--- src/verilog/prs_defines.svh ---
`ifndef PRS_DEFINES_SVH
`define PRS_DEFINES_SVH

`define PRS_ADDR_TUG3_POS 8'hC0
`define PRS_ADDR_PLL_CFG 8'hC7
`define PRS_TUG3_POS_RST 8'h00
`define PRS_PLL_CFG_RST 8'h00
`define PRS_PLL_GAIN_BIT 4
`define PRS_PLL_INV_BIT 3
`define PRS_DROP_LSB 0
`define PRS_ADD_LSB 4
`define PRS_SLOT_W 4
`define PRS_CLK_PERIOD_NS 5
`define PRS_STABLE_MIN_NS 200
`define PRS_STABLE_CYC ((`PRS_STABLE_MIN_NS + `PRS_CLK_PERIOD_NS - 1) / `PRS_CLK_PERIOD_NS)
`define PRS_CNT_W 8

`endif

--- src/verilog/prs_pkg.sv ---
package prs_pkg;
    typedef enum logic [1:0] {
        PRS_RESET   = 2'b00,
        PRS_PROGRAM = 2'b01,
        PRS_LOCKING = 2'b10,
        PRS_RUN     = 2'b11
    } prs_state_t;

    typedef struct packed {
        logic       wr;
        logic       rd;
        logic [7:0] addr;
        logic [7:0] wdata;
    } prs_bus_t;

    typedef struct packed {
        logic [3:0] add_slot_select;
        logic [3:0] drop_slot_select;
    } prs_slots_t;
endpackage

--- src/verilog/prs_sequencer.sv ---
// Functional notes
// - Internal reset takes effect only after the reset pin has been low with clocks stable for 200 ns.
// - While tri-state control is low the tri-statable outputs are released; it stays low until the position register is written.
// - Once tri-state control goes high the block locks to the C1 pulse and uses the drop and add slot selects.
// - Phase detector gain follows bit 4 of the PLL config register, which software writes as 1.
// - The VCXO control output is inverted when bit 3 of the PLL config register is 1.
`include "prs_defines.svh"

module prs_sequencer
    import prs_pkg::*;
(
    input wire logic i_clk,
    input wire logic i_rst,
    input wire logic i_reset_n,
    input wire logic i_tri_n,
    input wire logic i_clocks_stable,
    input wire logic i_c1_pulse,
    input wire prs_bus_t i_bus,
    input wire logic i_vcxo_ctrl,
    output logic [7:0] o_rdata,
    output logic o_core_reset,
    output logic o_out_enable,
    output logic o_locked,
    output prs_slots_t o_slots,
    output logic o_phase_detector_gain_select,
    output logic o_vcxo_drive_polarity,
    output logic o_vcxo_ctrl,
    output logic [1:0] o_state
);

    logic rst_n_s1, rst_n_s2, tri_s1, tri_s2, stab_s1, stab_s2, c1_s1, c1_s2;
    logic [`PRS_CNT_W-1:0] cnt, next_cnt;
    logic core_reset, next_core_reset;
    logic [7:0] tug3_pos, next_tug3_pos, pll_cfg, next_pll_cfg;
    prs_state_t state, next_state;
    logic [7:0] next_rdata;

    // pins are asynchronous to i_clk
    always_ff @(posedge i_clk or posedge i_rst)
    begin
        if (i_rst)
        begin
            rst_n_s1 <= 1'b0;
            rst_n_s2 <= 1'b0;
            tri_s1 <= 1'b0;
            tri_s2 <= 1'b0;
            stab_s1 <= 1'b0;
            stab_s2 <= 1'b0;
            c1_s1 <= 1'b0;
            c1_s2 <= 1'b0;
        end
        else
        begin
            rst_n_s1 <= i_reset_n;
            rst_n_s2 <= rst_n_s1;
            tri_s1 <= i_tri_n;
            tri_s2 <= tri_s1;
            stab_s1 <= i_clocks_stable;
            stab_s2 <= stab_s1;
            c1_s1 <= i_c1_pulse;
            c1_s2 <= c1_s1;
        end
    end

    // a reset pulse shorter than the stable window, or one given while clocks wander, is ignored
    always_comb
    begin
        next_cnt = cnt;
        next_core_reset = core_reset;
        if (!rst_n_s2 && stab_s2)
        begin
            if (cnt < `PRS_CNT_W'(`PRS_STABLE_CYC))
                next_cnt = cnt + `PRS_CNT_W'(1);
            else
                next_core_reset = 1'b1;
        end
        else
        begin
            next_cnt = '0;
            if (rst_n_s2)
                next_core_reset = 1'b0;
        end
    end

    always_ff @(posedge i_clk or posedge i_rst)
    begin
        if (i_rst)
        begin
            cnt <= '0;
            core_reset <= 1'b1;
        end
        else
        begin
            cnt <= next_cnt;
            core_reset <= next_core_reset;
        end
    end

    always_comb
    begin
        next_tug3_pos = tug3_pos;
        next_pll_cfg = pll_cfg;
        next_rdata = 8'h00;
        if (core_reset)
        begin
            next_tug3_pos = `PRS_TUG3_POS_RST;
            next_pll_cfg = `PRS_PLL_CFG_RST;
        end
        else if (i_bus.wr)
        begin
            if (i_bus.addr == `PRS_ADDR_TUG3_POS)
            begin
                next_tug3_pos = i_bus.wdata;
            end
            else if (i_bus.addr == `PRS_ADDR_PLL_CFG)
                next_pll_cfg = i_bus.wdata;
        end
        if (i_bus.rd)
        begin
            if (i_bus.addr == `PRS_ADDR_TUG3_POS)
                next_rdata = tug3_pos;
            else if (i_bus.addr == `PRS_ADDR_PLL_CFG)
                next_rdata = pll_cfg;
        end
    end

    always_ff @(posedge i_clk or posedge i_rst)
    begin
        if (i_rst)
        begin
            tug3_pos <= `PRS_TUG3_POS_RST;
            pll_cfg <= `PRS_PLL_CFG_RST;
            o_rdata <= 8'h00;
        end
        else
        begin
            tug3_pos <= next_tug3_pos;
            pll_cfg <= next_pll_cfg;
            o_rdata <= next_rdata;
        end
    end

    // sequence: reset -> wait for tri release -> wait for C1 -> run
    always_comb
    begin
        next_state = state;
        case (state)
            PRS_RESET:
                if (!core_reset)
                    next_state = PRS_PROGRAM;
            PRS_PROGRAM:
                if (tri_s2)
                    next_state = PRS_LOCKING;
            PRS_LOCKING:
                if (!tri_s2)
                    next_state = PRS_PROGRAM;
                else if (c1_s2)
                    next_state = PRS_RUN;
            PRS_RUN:
                if (!tri_s2)
                    next_state = PRS_PROGRAM;
            default:
                next_state = PRS_RESET;
        endcase
        if (core_reset)
            next_state = PRS_RESET;
    end

    always_ff @(posedge i_clk or posedge i_rst)
    begin
        if (i_rst)
        begin
            state <= PRS_RESET;
            o_core_reset <= 1'b1;
            o_out_enable <= 1'b0;
            o_locked <= 1'b0;
            o_slots <= '0;
            o_phase_detector_gain_select <= 1'b0;
            o_vcxo_drive_polarity <= 1'b0;
            o_vcxo_ctrl <= 1'b0;
            o_state <= 2'b00;
        end
        else
        begin
            state <= next_state;
            o_core_reset <= core_reset;
            // outputs stay high impedance until tri control is high
            o_out_enable <= tri_s2 && !core_reset;
            o_locked <= (next_state == PRS_RUN);
            o_slots.drop_slot_select <= tug3_pos[`PRS_DROP_LSB +: `PRS_SLOT_W];
            o_slots.add_slot_select <= tug3_pos[`PRS_ADD_LSB +: `PRS_SLOT_W];
            o_phase_detector_gain_select <= pll_cfg[`PRS_PLL_GAIN_BIT];
            o_vcxo_drive_polarity <= pll_cfg[`PRS_PLL_INV_BIT];
            o_vcxo_ctrl <= i_vcxo_ctrl ^ pll_cfg[`PRS_PLL_INV_BIT];
            o_state <= next_state;
        end
    end

    property p_reset_needs_window;
        @(posedge i_clk) disable iff (i_rst)
        $rose(core_reset) |-> $past(stab_s2) && !$past(rst_n_s2);
    endproperty
    a_reset_needs_window: assert property (p_reset_needs_window)
        else $error("core reset asserted without a stable low window");

    property p_hiz_while_tri_low;
        @(posedge i_clk) disable iff (i_rst)
        !tri_s2 |=> !o_out_enable;
    endproperty
    a_hiz_while_tri_low: assert property (p_hiz_while_tri_low)
        else $error("outputs enabled while tri control low");

    property p_lock_on_c1;
        @(posedge i_clk) disable iff (i_rst)
        (state == PRS_LOCKING && tri_s2 && c1_s2 && !core_reset) |=> o_locked;
    endproperty
    a_lock_on_c1: assert property (p_lock_on_c1)
        else $error("no lock after C1 pulse");

    property p_gain_follows;
        @(posedge i_clk) disable iff (i_rst)
        ##1 o_phase_detector_gain_select == $past(pll_cfg[`PRS_PLL_GAIN_BIT]);
    endproperty
    a_gain_follows: assert property (p_gain_follows)
        else $error("gain select does not follow config bit");

    property p_vcxo_invert;
        @(posedge i_clk) disable iff (i_rst)
        ##1 o_vcxo_ctrl == ($past(i_vcxo_ctrl) ^ $past(pll_cfg[`PRS_PLL_INV_BIT]));
    endproperty
    a_vcxo_invert: assert property (p_vcxo_invert)
        else $error("vcxo control polarity wrong");

endmodule

--- config.mk ---
export PLATFORM = sky130hd
export DESIGN_NAME = prs_sequencer
export DESIGN_NICKNAME = d
export VERILOG_FILES = /design/src/verilog/prs_pkg.sv /design/src/verilog/prs_sequencer.sv
export VERILOG_INCLUDE_DIRS = /design/src /design/src/verilog
export SDC_FILE = /design/constraint.sdc
export NUM_CORES = 1
export LEC_CHECK = 0
export CORE_UTILIZATION = 35
export CTS_BUF_LIST = sky130_fd_sc_hd__clkbuf_16
export DETAILED_ROUTE_END_ITERATION = 16
export DONT_BUFFER_PORTS = 1
export SYNTH_ARGS = -nofsm -noshare
export SYNTH_HDL_FRONTEND = slang
export SYNTH_SLANG_ARGS = --single-unit
--- constraint.sdc ---
create_clock -name i_clk -period 1.95 [get_ports i_clk]
set_clock_uncertainty 0.1 [all_clocks]
set_input_delay 0.195 -clock i_clk [delete_from_list [all_inputs] [get_ports i_clk]]
set_output_delay 0.195 -clock i_clk [all_outputs]
set_load 0.03 [all_outputs]
## Word level (Yosys, flattened, before mapping)

Cells that the tools add are included.

| word-level totals | value |
|---|---|
| bits in registers | 57 |
| input port bits | 25 |

| cells by class | value |
|---|---|
| $add $sub $neg | 1 |
| magnitude comparators | 1 |
| eq/ne operators | 9 |
| mux-type cells | 21 |
| bitwise logic cells | 1 |
| reduce and logical (&&, ||, !) cells | 12 |

Operator list:

| operator | count |
|---|---|
| $mux W8 | 12 |
| $eq A8 B8 Y1 const B | 2 |
| $mux W2 | 5 |
| $add A8 B1 Y8 const B | 1 |
| $lt A8 B6 Y1 const B | 1 |
| $pmux W2 S4 | 1 |
| $reduce_bool A2 Y1 | 4 |
| $eq A2 B2 Y1 const B | 3 |
| $ne A2 B2 Y1 const B | 2 |
| $reduce_and A2 Y1 | 2 |
| $mux W1 | 3 |
| $reduce_and A3 Y1 | 1 |
| $eq A2 B1 Y1 const B | 1 |
| $logic_and A1 B1 Y1 | 2 |
| $logic_not A1 Y1 | 2 |
| $logic_not A2 Y1 | 1 |
| $ne A2 B1 Y1 const B | 1 |
| $xor A1 B1 Y1 | 1 |

## Logic depth before layout (Yosys ltp)

Gate-level depths: netlist of the first run.

| depth | value |
|---|---|
| word-level depth | 5 |
| depth in mapped cells | 5 |

## Least setup slack after synthesis of the first run

OpenSTA, ideal clock, no wires.

| timing path | value |
|---|---|
| path kind | flip-flop to flip-flop |
| start point | reg cnt[7] |
| end point | reg cnt[3] |
| setup time | 0.078 ns |
| arrival time | 1.325 ns |
| data required time | 1.772 ns |
| setup slack | 0.447 ns |
| cell stages (with the launch flop) | 5 |
| path buffers | 1 |
| clock period less this slack | 1.503 ns |
| cells stage by stage | dfrtp_1 -> or2_1 -> buf_6 -> or4_1 -> a21oi_1 |

| between the ends | value |
|---|---|
| longest elaborated chain between the ends | 2 |

RTL lines:

| item | RTL line | RTL |
|---|---|---|
| start: declaration | prs_sequencer.sv:32 | `` logic [`PRS_CNT_W-1:0] cnt, next_cnt; `` |
| start signal: assignment | prs_sequencer.sv:94 | `cnt <= next_cnt;` |
| $lt A8 B6 Y1 | prs_sequencer.sv:72 | `` if (cnt < `PRS_CNT_W'(`PRS_STABLE_CYC)) `` |
| $ne A2 B1 Y1 (no line) | - |  |

Every way passes these cells.
A chain may end at the register's enable or synchronous reset.

## Final worst setup path of the first run

Same ends and word-level chain as after synthesis.

==> summary.md, run 1 <==
| Metric | Value |
|---|---|
| Endpoint, Worst Hold | o_rdata[2]$_DFF_PP0_ |
| Num Clock Sinks | 57 |
| Largest cells by area after synthesis | dfrtp_1 (64%), mux2i_1 (7.5%), nand2_1 (4.2%), a22oi_1 (2.8%), dfstp_2 (2.5%) |
| Max Slew Vio Count | 0 |
| TritonCTS clock tree | built |
| Internal power | 2.12 mW |
| Vias | 1339 |
| Unrepaired setup endpoints after global routing | no |
| Worst hold-check path type | in -> reg |
| Area Growth Syn to Fin | 22.9% |
| Total gr overflow | 0 |
| Clock-pin slew on the worst setup and hold paths | 0.05 ns |
| Register area share after synthesis | 0.666 |
| Sw frac | 0.220 |
| Starting density of the core | 0.362 |
| Commonest cells after routing, fill and taps aside | dfrtp_1 (55), nand2_1 (24), mux2i_1 (16) |
| Setup CP Type | reg -> reg |
| WP data required | 2.09 ns |
| Crit path max-delay family | simple AND/OR/NAND/NOR gates |
| Worst-Margin Slew | 0.424 ns |
| Register share of total power | 0.478 |
| Crit end category | flop |
| Final setup viols | 0 |
| Ports | 49 |
| Reg-to-reg setup timing slack | 0.41 ns |
| GPL Wtd Cong | 0.810 |
| Critical R2R Capture | cnt[3]$_DFFE_PP0P_ |
| Hold depth | 3 |
| Cells after DPL | 240 |
| Max_cap viols | 0 |
| Max FO, Critical Path | 9 |
| Leakage power | 1.20 nW |
| Critical Path Start | cnt[7]$_DFFE_PP0P_ |
| EDFF count, synth | 0 |
| Row count | 28 |
| Layout Nets | 216 |
| Layout Cell Area excl Fill | 2640 um2 |
| Crit path cell chain | or2_1, or4_1, a21oi_1 |
| Die X | 80.3 um |
| Ys Warns | 0 |
| Status | finished, final reports clean |
| Ys async rst share | 1.00 |
| Mapped cell area | 2140 um2 |
| Fmax | 0.648 GHz |
| Syn Area/Cell | 12.8 um2 |
| HP Start | i_bus[10] |
| Total GRT Usage | 0.135 |
| Period minus WS final | 1.54 ns |
| Final hold violation count | 0 |
| Mapped Cells | 168 |
| Root Buffer | clkbuf_16 |
| Initial antenna violation count | 0 |
| Post-DRT Antenna Nets | 0 |
| Final TNS setup | 0 ns |
| Post-Syn Nets | 194 |
| Fraction of layout cells with a size suffix above 1 | 0.123 |
| Buf+Inv Stages, Crit Path | 0 |
| Reg2reg start | cnt[7]$_DFFE_PP0P_ |
| Ys flop type | dfrtp_1 |
| Post-synth top area cell | dfrtp_1 |
| Synth top area share | 0.642 |
| Setup bufs post-CTS | 0 |
| Final cell count without fillers | 270 |
| Hpwl dp | 2460 um |
| P per Cell Area | 1030 nW/um2 |
| H-tree Lvls | 3 |
| Die Y | 80.3 um |
| Flops & latches, synth | 57 |
| Vias in the first global route | 1351 |
| WHS | 0.0812 ns |
| Psw | 595 uW |
| Gate power share | 0.041 |
| WL final | 3860 um |
| First-pass GRT wire length | 6350 um |
| Drt initial violations | 48 |
| Synth unique cells | 35 |
| Max VDD drop | 0.588 mV |
| Most common cell after layout, fill and taps aside | dfrtp_1 |
| I/O Buffers | 0 |
| Residual DRC | 0 |
| CP arrival | 1.68 ns |
| Cell Area, Placed | 2240 um2 |
| CTS Buffer Depth | 2 |
| Diode count | 0 |
| Router iterations before antenna repair | 4 |
| Reg2Reg Depth | 3 |
| Core area | 5920 um2 |
| CP max stage cell | or4_1 |
| Area of the die | 6440 um2 |
| Largest net degree at the start of global routing | 58 |
| Max-slew headroom | 0.717 |
| Period Utilization, post-route | 0.791 |
| Wirelength per Cell | 14.3 um |
| DR vias/cell | 4.96 |
| Largest stage delay on the critical path | 0.52 ns |
| Num CTS Buffers | 9 |
| CP Launch Type | flop |
| Clk pwr share | 0.481 |
| Clk_lat worst skew | 0.31 ns |
## through the flow
| stage | power [mW] | setup WS, ns | utilization |
|---|---|---|---|
| after floorplan | 1.37 | 0.259 | - |
| after global placement | 1.40 | 0.449 | 0.378 |
| after detailed placement | 1.41 | 0.400 | 0.378 |
| after CTS | 2.76 | 0.397 | 0.445 |
| after global routing | 2.83 | 0.323 | 0.445 |
| final | 2.71 | 0.408 | 0.445 |
## synth_stat cells (2+ instances only)
master	n
a21oi_1	7
a22oi_1	8
and4_1	2
buf_2	3
clkbuf_1	2
dfrtp_1	55
dfstp_2	2
inv_1	2
mux2i_1	16
nand2_1	24
nand2b_1	2
nand3_1	3
nand4_1	2
nor2_1	10
nor2b_1	2
o21a_1	3
o21ai_0	4
o31ai_1	2
or3_1	2
or4_1	2
## timing repair
action / CTS / global route
gates resized for setup: 0 / 0
hold buffers: 14 / 0
endpoints found under the hold margin: 78 / 0
## worst max path at each step
stage | end | slack, ns | cells past startpoint
2_1_floorplan | c1_s1$_DFF_PP0_ | 0.26 | 1
3_3_place_gp | cnt[3]$_DFFE_PP0P_ | 0.45 | 3
3_5_place_dp | cnt[3]$_DFFE_PP0P_ | 0.40 | 3
4_1_cts | cnt[3]$_DFFE_PP0P_ | 0.40 | 3
5_1_grt | cnt[3]$_DFFE_PP0P_ | 0.32 | 3
6_report | cnt[3]$_DFFE_PP0P_ | 0.41 | 3
## cell families (layout without fill, tap and decap cells)
| group | Yosys count | count (layout) | synth area share |
|---|---|---|---|
| adders and majority gates | 1 | 1 | 0.00583 |
| AOI/OAI and AO/OA | 24 | 24 | 0.0712 |
| buffers and inverters | 9 | 36 | 0.0210 |
| DFF | 57 | 57 | 0.666 |
| and+or+nand+nor | 59 | 59 | 0.152 |
| muxes | 17 | 17 | 0.0799 |
| xor gates and xnor gates | 1 | 1 | 0.00408 |
## flip-flops by register name, summed over array words and instances (netlist names), 2 cells and up
signal and cells:
cnt 8, o_rdata 8, o_slots 8, pll_cfg 8, tug3_pos 8, state 2
## tightest hold or removal path, stage by stage
cell and delay, ns:
nor3_4 0.03, a22oi_1 0.17, nor2_1 0.05
## per-layer routing
metal  share of wire  routed length (um)  global-route usage
met5               0                   0                   0
met4           0.013                  49              0.0643
met3           0.068                 262              0.0489
met2            0.47                1800               0.197
met1            0.45                1750               0.178
## area by class of cell
class | instances | area [um2]
clock inverter | 7 | 30.0
timing repair buffer | 17 | 175
clock buffer | 9 | 225
tap | 75 | 93.8
sequential | 57 | 1430
fill | 537 | 3290
inverter | 3 | 11.3
multi-input combinational | 102 | 671
## power groups by stage
stage,combinational [mW],clock [mW],sequential [mW]
2_1_floorplan,0.0693,0,1.31
3_3_place_gp,0.0907,0,1.31
3_5_place_dp,0.0916,0,1.31
4_1_cts,0.115,1.35,1.29
5_1_grt,0.128,1.40,1.30
6_report,0.112,1.30,1.29
Power figures use the tool's default switching activity.
==> run 2, diff against run 1 <==
--- a/config.mk
+++ b/config.mk
@@ -6,6 +6,7 @@
 export SDC_FILE = /design/constraint.sdc
 export NUM_CORES = 1
 export LEC_CHECK = 0
+export ABC_AREA = 1
 export CORE_UTILIZATION = 35
 export CTS_BUF_LIST = sky130_fd_sc_hd__clkbuf_16
 export DETAILED_ROUTE_END_ITERATION = 16
==> constraint.sdc (replaced) <==
create_clock -name i_clk -period 1.5 [get_ports i_clk]
set_clock_uncertainty 0.1 [all_clocks]
set_input_delay 0.15 -clock i_clk [delete_from_list [all_inputs] [get_ports i_clk]]
set_output_delay 0.15 -clock i_clk [all_outputs]
set_load 0.03 [all_outputs]
==> run 2 against run 1 <==
  * Largest power group unchanged
  * Die area grew 6.8%
  * Register-to-register slack got worse by 0.18 ns
  * Worst hold slack got worse by 0.059 ns
  * Largest cell class unchanged
==> summary.md, run 2 <==
| Metric | Value |
|---|---|
| Max_cap viols | 0 |
| Largest family of logic cells by synthesized area | simple AND/OR/NAND/NOR gates |
| Pre-CTS setup slack | 0.100 ns |
| Fin worst setup slack | 0.230 ns |
| Post-Synth Adder-Cell Area | 0.00545 |
| Max-slew headroom | 0.784 |
| Router iterations before antenna repair | 4 |
| Area Growth Syn to Fin | 24.5% |
| Crit path max-delay family | simple AND/OR/NAND/NOR gates |
| Die Y | 83.0 um |
| Ports | 49 |
| Max Slew Vio Count | 0 |
| Row count | 29 |
| Reg2reg start | cnt[3]$_DFFE_PP0P_ |
| GPL Wtd Cong | 0.787 |
| Total GRT Usage | 0.142 |
| Ys async rst share | 1.00 |
| Final hold violation count | 0 |
| Mux share of post-synthesis cell area | 0 |
| Vias in the first global route | 1463 |
| Count leader, synth | dfrtp_1 |
| Initial antenna violation count | 0 |
| Buf+Inv Stages, Crit Path | 0 |
| Unrepaired setup endpoints after global routing | no |
| CP max stage cell | dfrtp_1 |
| Register area share after synthesis | 0.623 |
| Post-DRT Antenna Nets | 0 |
| Clk_lat worst skew | 0.32 ns |
| Final Power | 3.88 mW |
| Post-synth top area cell | dfrtp_1 |
| Fraction of layout cells with a size suffix above 1 | 0.132 |
| Commonest cells after routing, fill and taps aside | dfrtp_1 (55), nand2_1 (47), nand3_1 (42) |
| Core area | 6350 um2 |
| Period Utilization, post-route | 0.847 |
| Layout Nets | 279 |
| Synth Area in Simple Gates | 0.274 |
| H-tree Lvls | 3 |
| Final TNS setup | 0 ns |
| Hold depth | 3 |
| Largest stage delay on the critical path | 0.44 ns |
| Largest net degree at the start of global routing | 58 |
| Top cell types by occurrence after synthesis | dfrtp_1 (55), nand2_1 (47), nand3_1 (42) |
| Synth top area share | 0.600 |
| Most common cell after layout, fill and taps aside | dfrtp_1 |
| Worst hold-check path type | in -> reg |
| First-pass GRT wire length | 7310 um |
| Flops & latches, synth | 57 |
| Mapped cell area | 2290 um2 |
| P per Cell Area | 1360 nW/um2 |
| Synth Area in Compound Gates | 0.0284 |
| XOR/XNOR Fraction of Synth Area | 0.00763 |
| Num CTS Buffers | 9 |
| Hpwl dp | 2870 um |
| Clock-pin slew on the worst setup and hold paths | 0.05 ns |
| Most frequent CP cell | nand2_1 |
| Mapped Cells | 228 |
| Starting density of the core | 0.361 |
| TritonCTS clock tree | built |
| Max VDD drop | 0.760 mV |
| Final setup viols | 0 |
| WP data required | 1.66 ns |
| Critical R2R Capture | cnt[0]$_DFFE_PP0P_ |
| Syn Area/Cell | 10.1 um2 |
| Wirelength per Cell | 12.8 um |
| Total gr overflow | 0 |
| CTS Buffer Depth | 2 |
| Post-Syn Nets | 254 |
| Setup CP Type | reg -> reg |
| Ys Warns | 0 |
| WHS | 0.0217 ns |
| Num Clock Sinks | 57 |
| Largest cells by area after synthesis | dfrtp_1 (60%), nand3_1 (9.2%), nand2_1 (7.7%), inv_1 (3.9%), nor2_1 (2.8%) |
| Worst-Margin Slew | 0.324 ns |
| Max FO, Critical Path | 7 |
| Leakage power | 1.46 nW |
| DR vias/cell | 4.66 |
| Reg2Reg Depth | 5 |
| Fmax | 0.787 GHz |
| Crit end category | flop |
| Period minus WS final | 1.27 ns |
| Synth unique cells | 24 |
| I/O Buffers | 0 |
| Final cell count without fillers | 335 |
| Area of the die | 6880 um2 |
| Ys flop type | dfrtp_1 |
| Die X | 83.0 um |
| Drt initial violations | 106 |
| Status | finished, final reports clean |
| Crit path cell chain | o21ai_1, nand2_1, nand2_2, nand3_1, nand2_1 |
| Endpoint, Worst Hold | tug3_pos[1]$_DFFE_PP0P_ |
| CP arrival | 1.43 ns |
| Diode count | 0 |
| Vias | 1562 |
| Residual DRC | 0 |
| WL final | 4290 um |
| CP Launch Type | flop |
| Reg-to-reg setup timing slack | 0.23 ns |
| Root Buffer | clkbuf_16 |
| Cells after DPL | 304 |
| EDFF count, synth | 0 |
| HP Start | i_bus[17] |
==> run 2: metrics by stage <==
step                cell area (um2)   util
finish                         2860  0.450
global route                   2860  0.450
CTS                            2850  0.449
detailed placement             2400  0.378
global placement               2400  0.378
floorplan                      2300      -
==> run 2: power breakdown <==
| part | internal, mW | switching (mW) | total, mW |
|---|---|---|---|
| logic | 0.0641 | 0.0988 | 0.163 |
| clock network | 1.42 | 0.619 | 2.04 |
| registers | 1.60 | 0.0833 | 1.68 |
| total | 3.08 | 0.801 | 3.88 |
==> run 2: kinds of logic after synthesis <==
family,count (synthesis)
simple gates,123
flops,57
buf+inv,32
compound gates,13
xor+xnor,2
fa+ha+maj,1
==> run 2: tightest hold or removal path, stage by stage <==
cell and delay, ns:
nand3_4 0.12, nand3_1 0.08, nand2_1 0.06
==> run 2: final cells by class <==
| class | count | area (um2) |
|---|---|---|
| clock buffer | 9 | 225 |
| clock inverter | 7 | 78.8 |
| fill | 600 | 3490 |
| inverter | 29 | 126 |
| multi-input combinational | 139 | 723 |
| sequential | 57 | 1430 |
| tap | 77 | 96.3 |
| timing repair buffer | 17 | 178 |
==> run 2: how the worst max path moves through the flow <==
stage | start | end | cells past startpoint
6_report | cnt[3]$_DFFE_PP0P_ | cnt[0]$_DFFE_PP0P_ | 5
5_1_grt | cnt[3]$_DFFE_PP0P_ | cnt[1]$_DFFE_PP0P_ | 5
4_1_cts | core_reset$_DFFE_PP1P_ | tug3_pos[4]$_DFFE_PP0P_ | 3
3_5_place_dp | core_reset$_DFFE_PP1P_ | pll_cfg[5]$_DFFE_PP0P_ | 3
3_3_place_gp | core_reset$_DFFE_PP1P_ | pll_cfg[0]$_DFFE_PP0P_ | 3
2_1_floorplan | core_reset$_DFFE_PP1P_ | pll_cfg[7]$_DFFE_PP0P_ | 4
==> run 2: repair_timing <==
action                                  in CTS  in global routing
hold buffers                                15                  0
buffers inserted                             0                  0
endpoints found under the setup margin       0                  1
hold endpoints to repair                    80                  0
resized for setup                            0                  1
==> run 2: routing by layer <==
layer | vias to the layer above | wire, um | global-route usage
li1 | 778 | - | -
met1 | 730 | 2100 | 0.194
met2 | 50 | 1900 | 0.184
met3 | 4 | 225 | 0.0656
met4 | 0 | 53 | 0.0799
met5 | - | 0 | 0
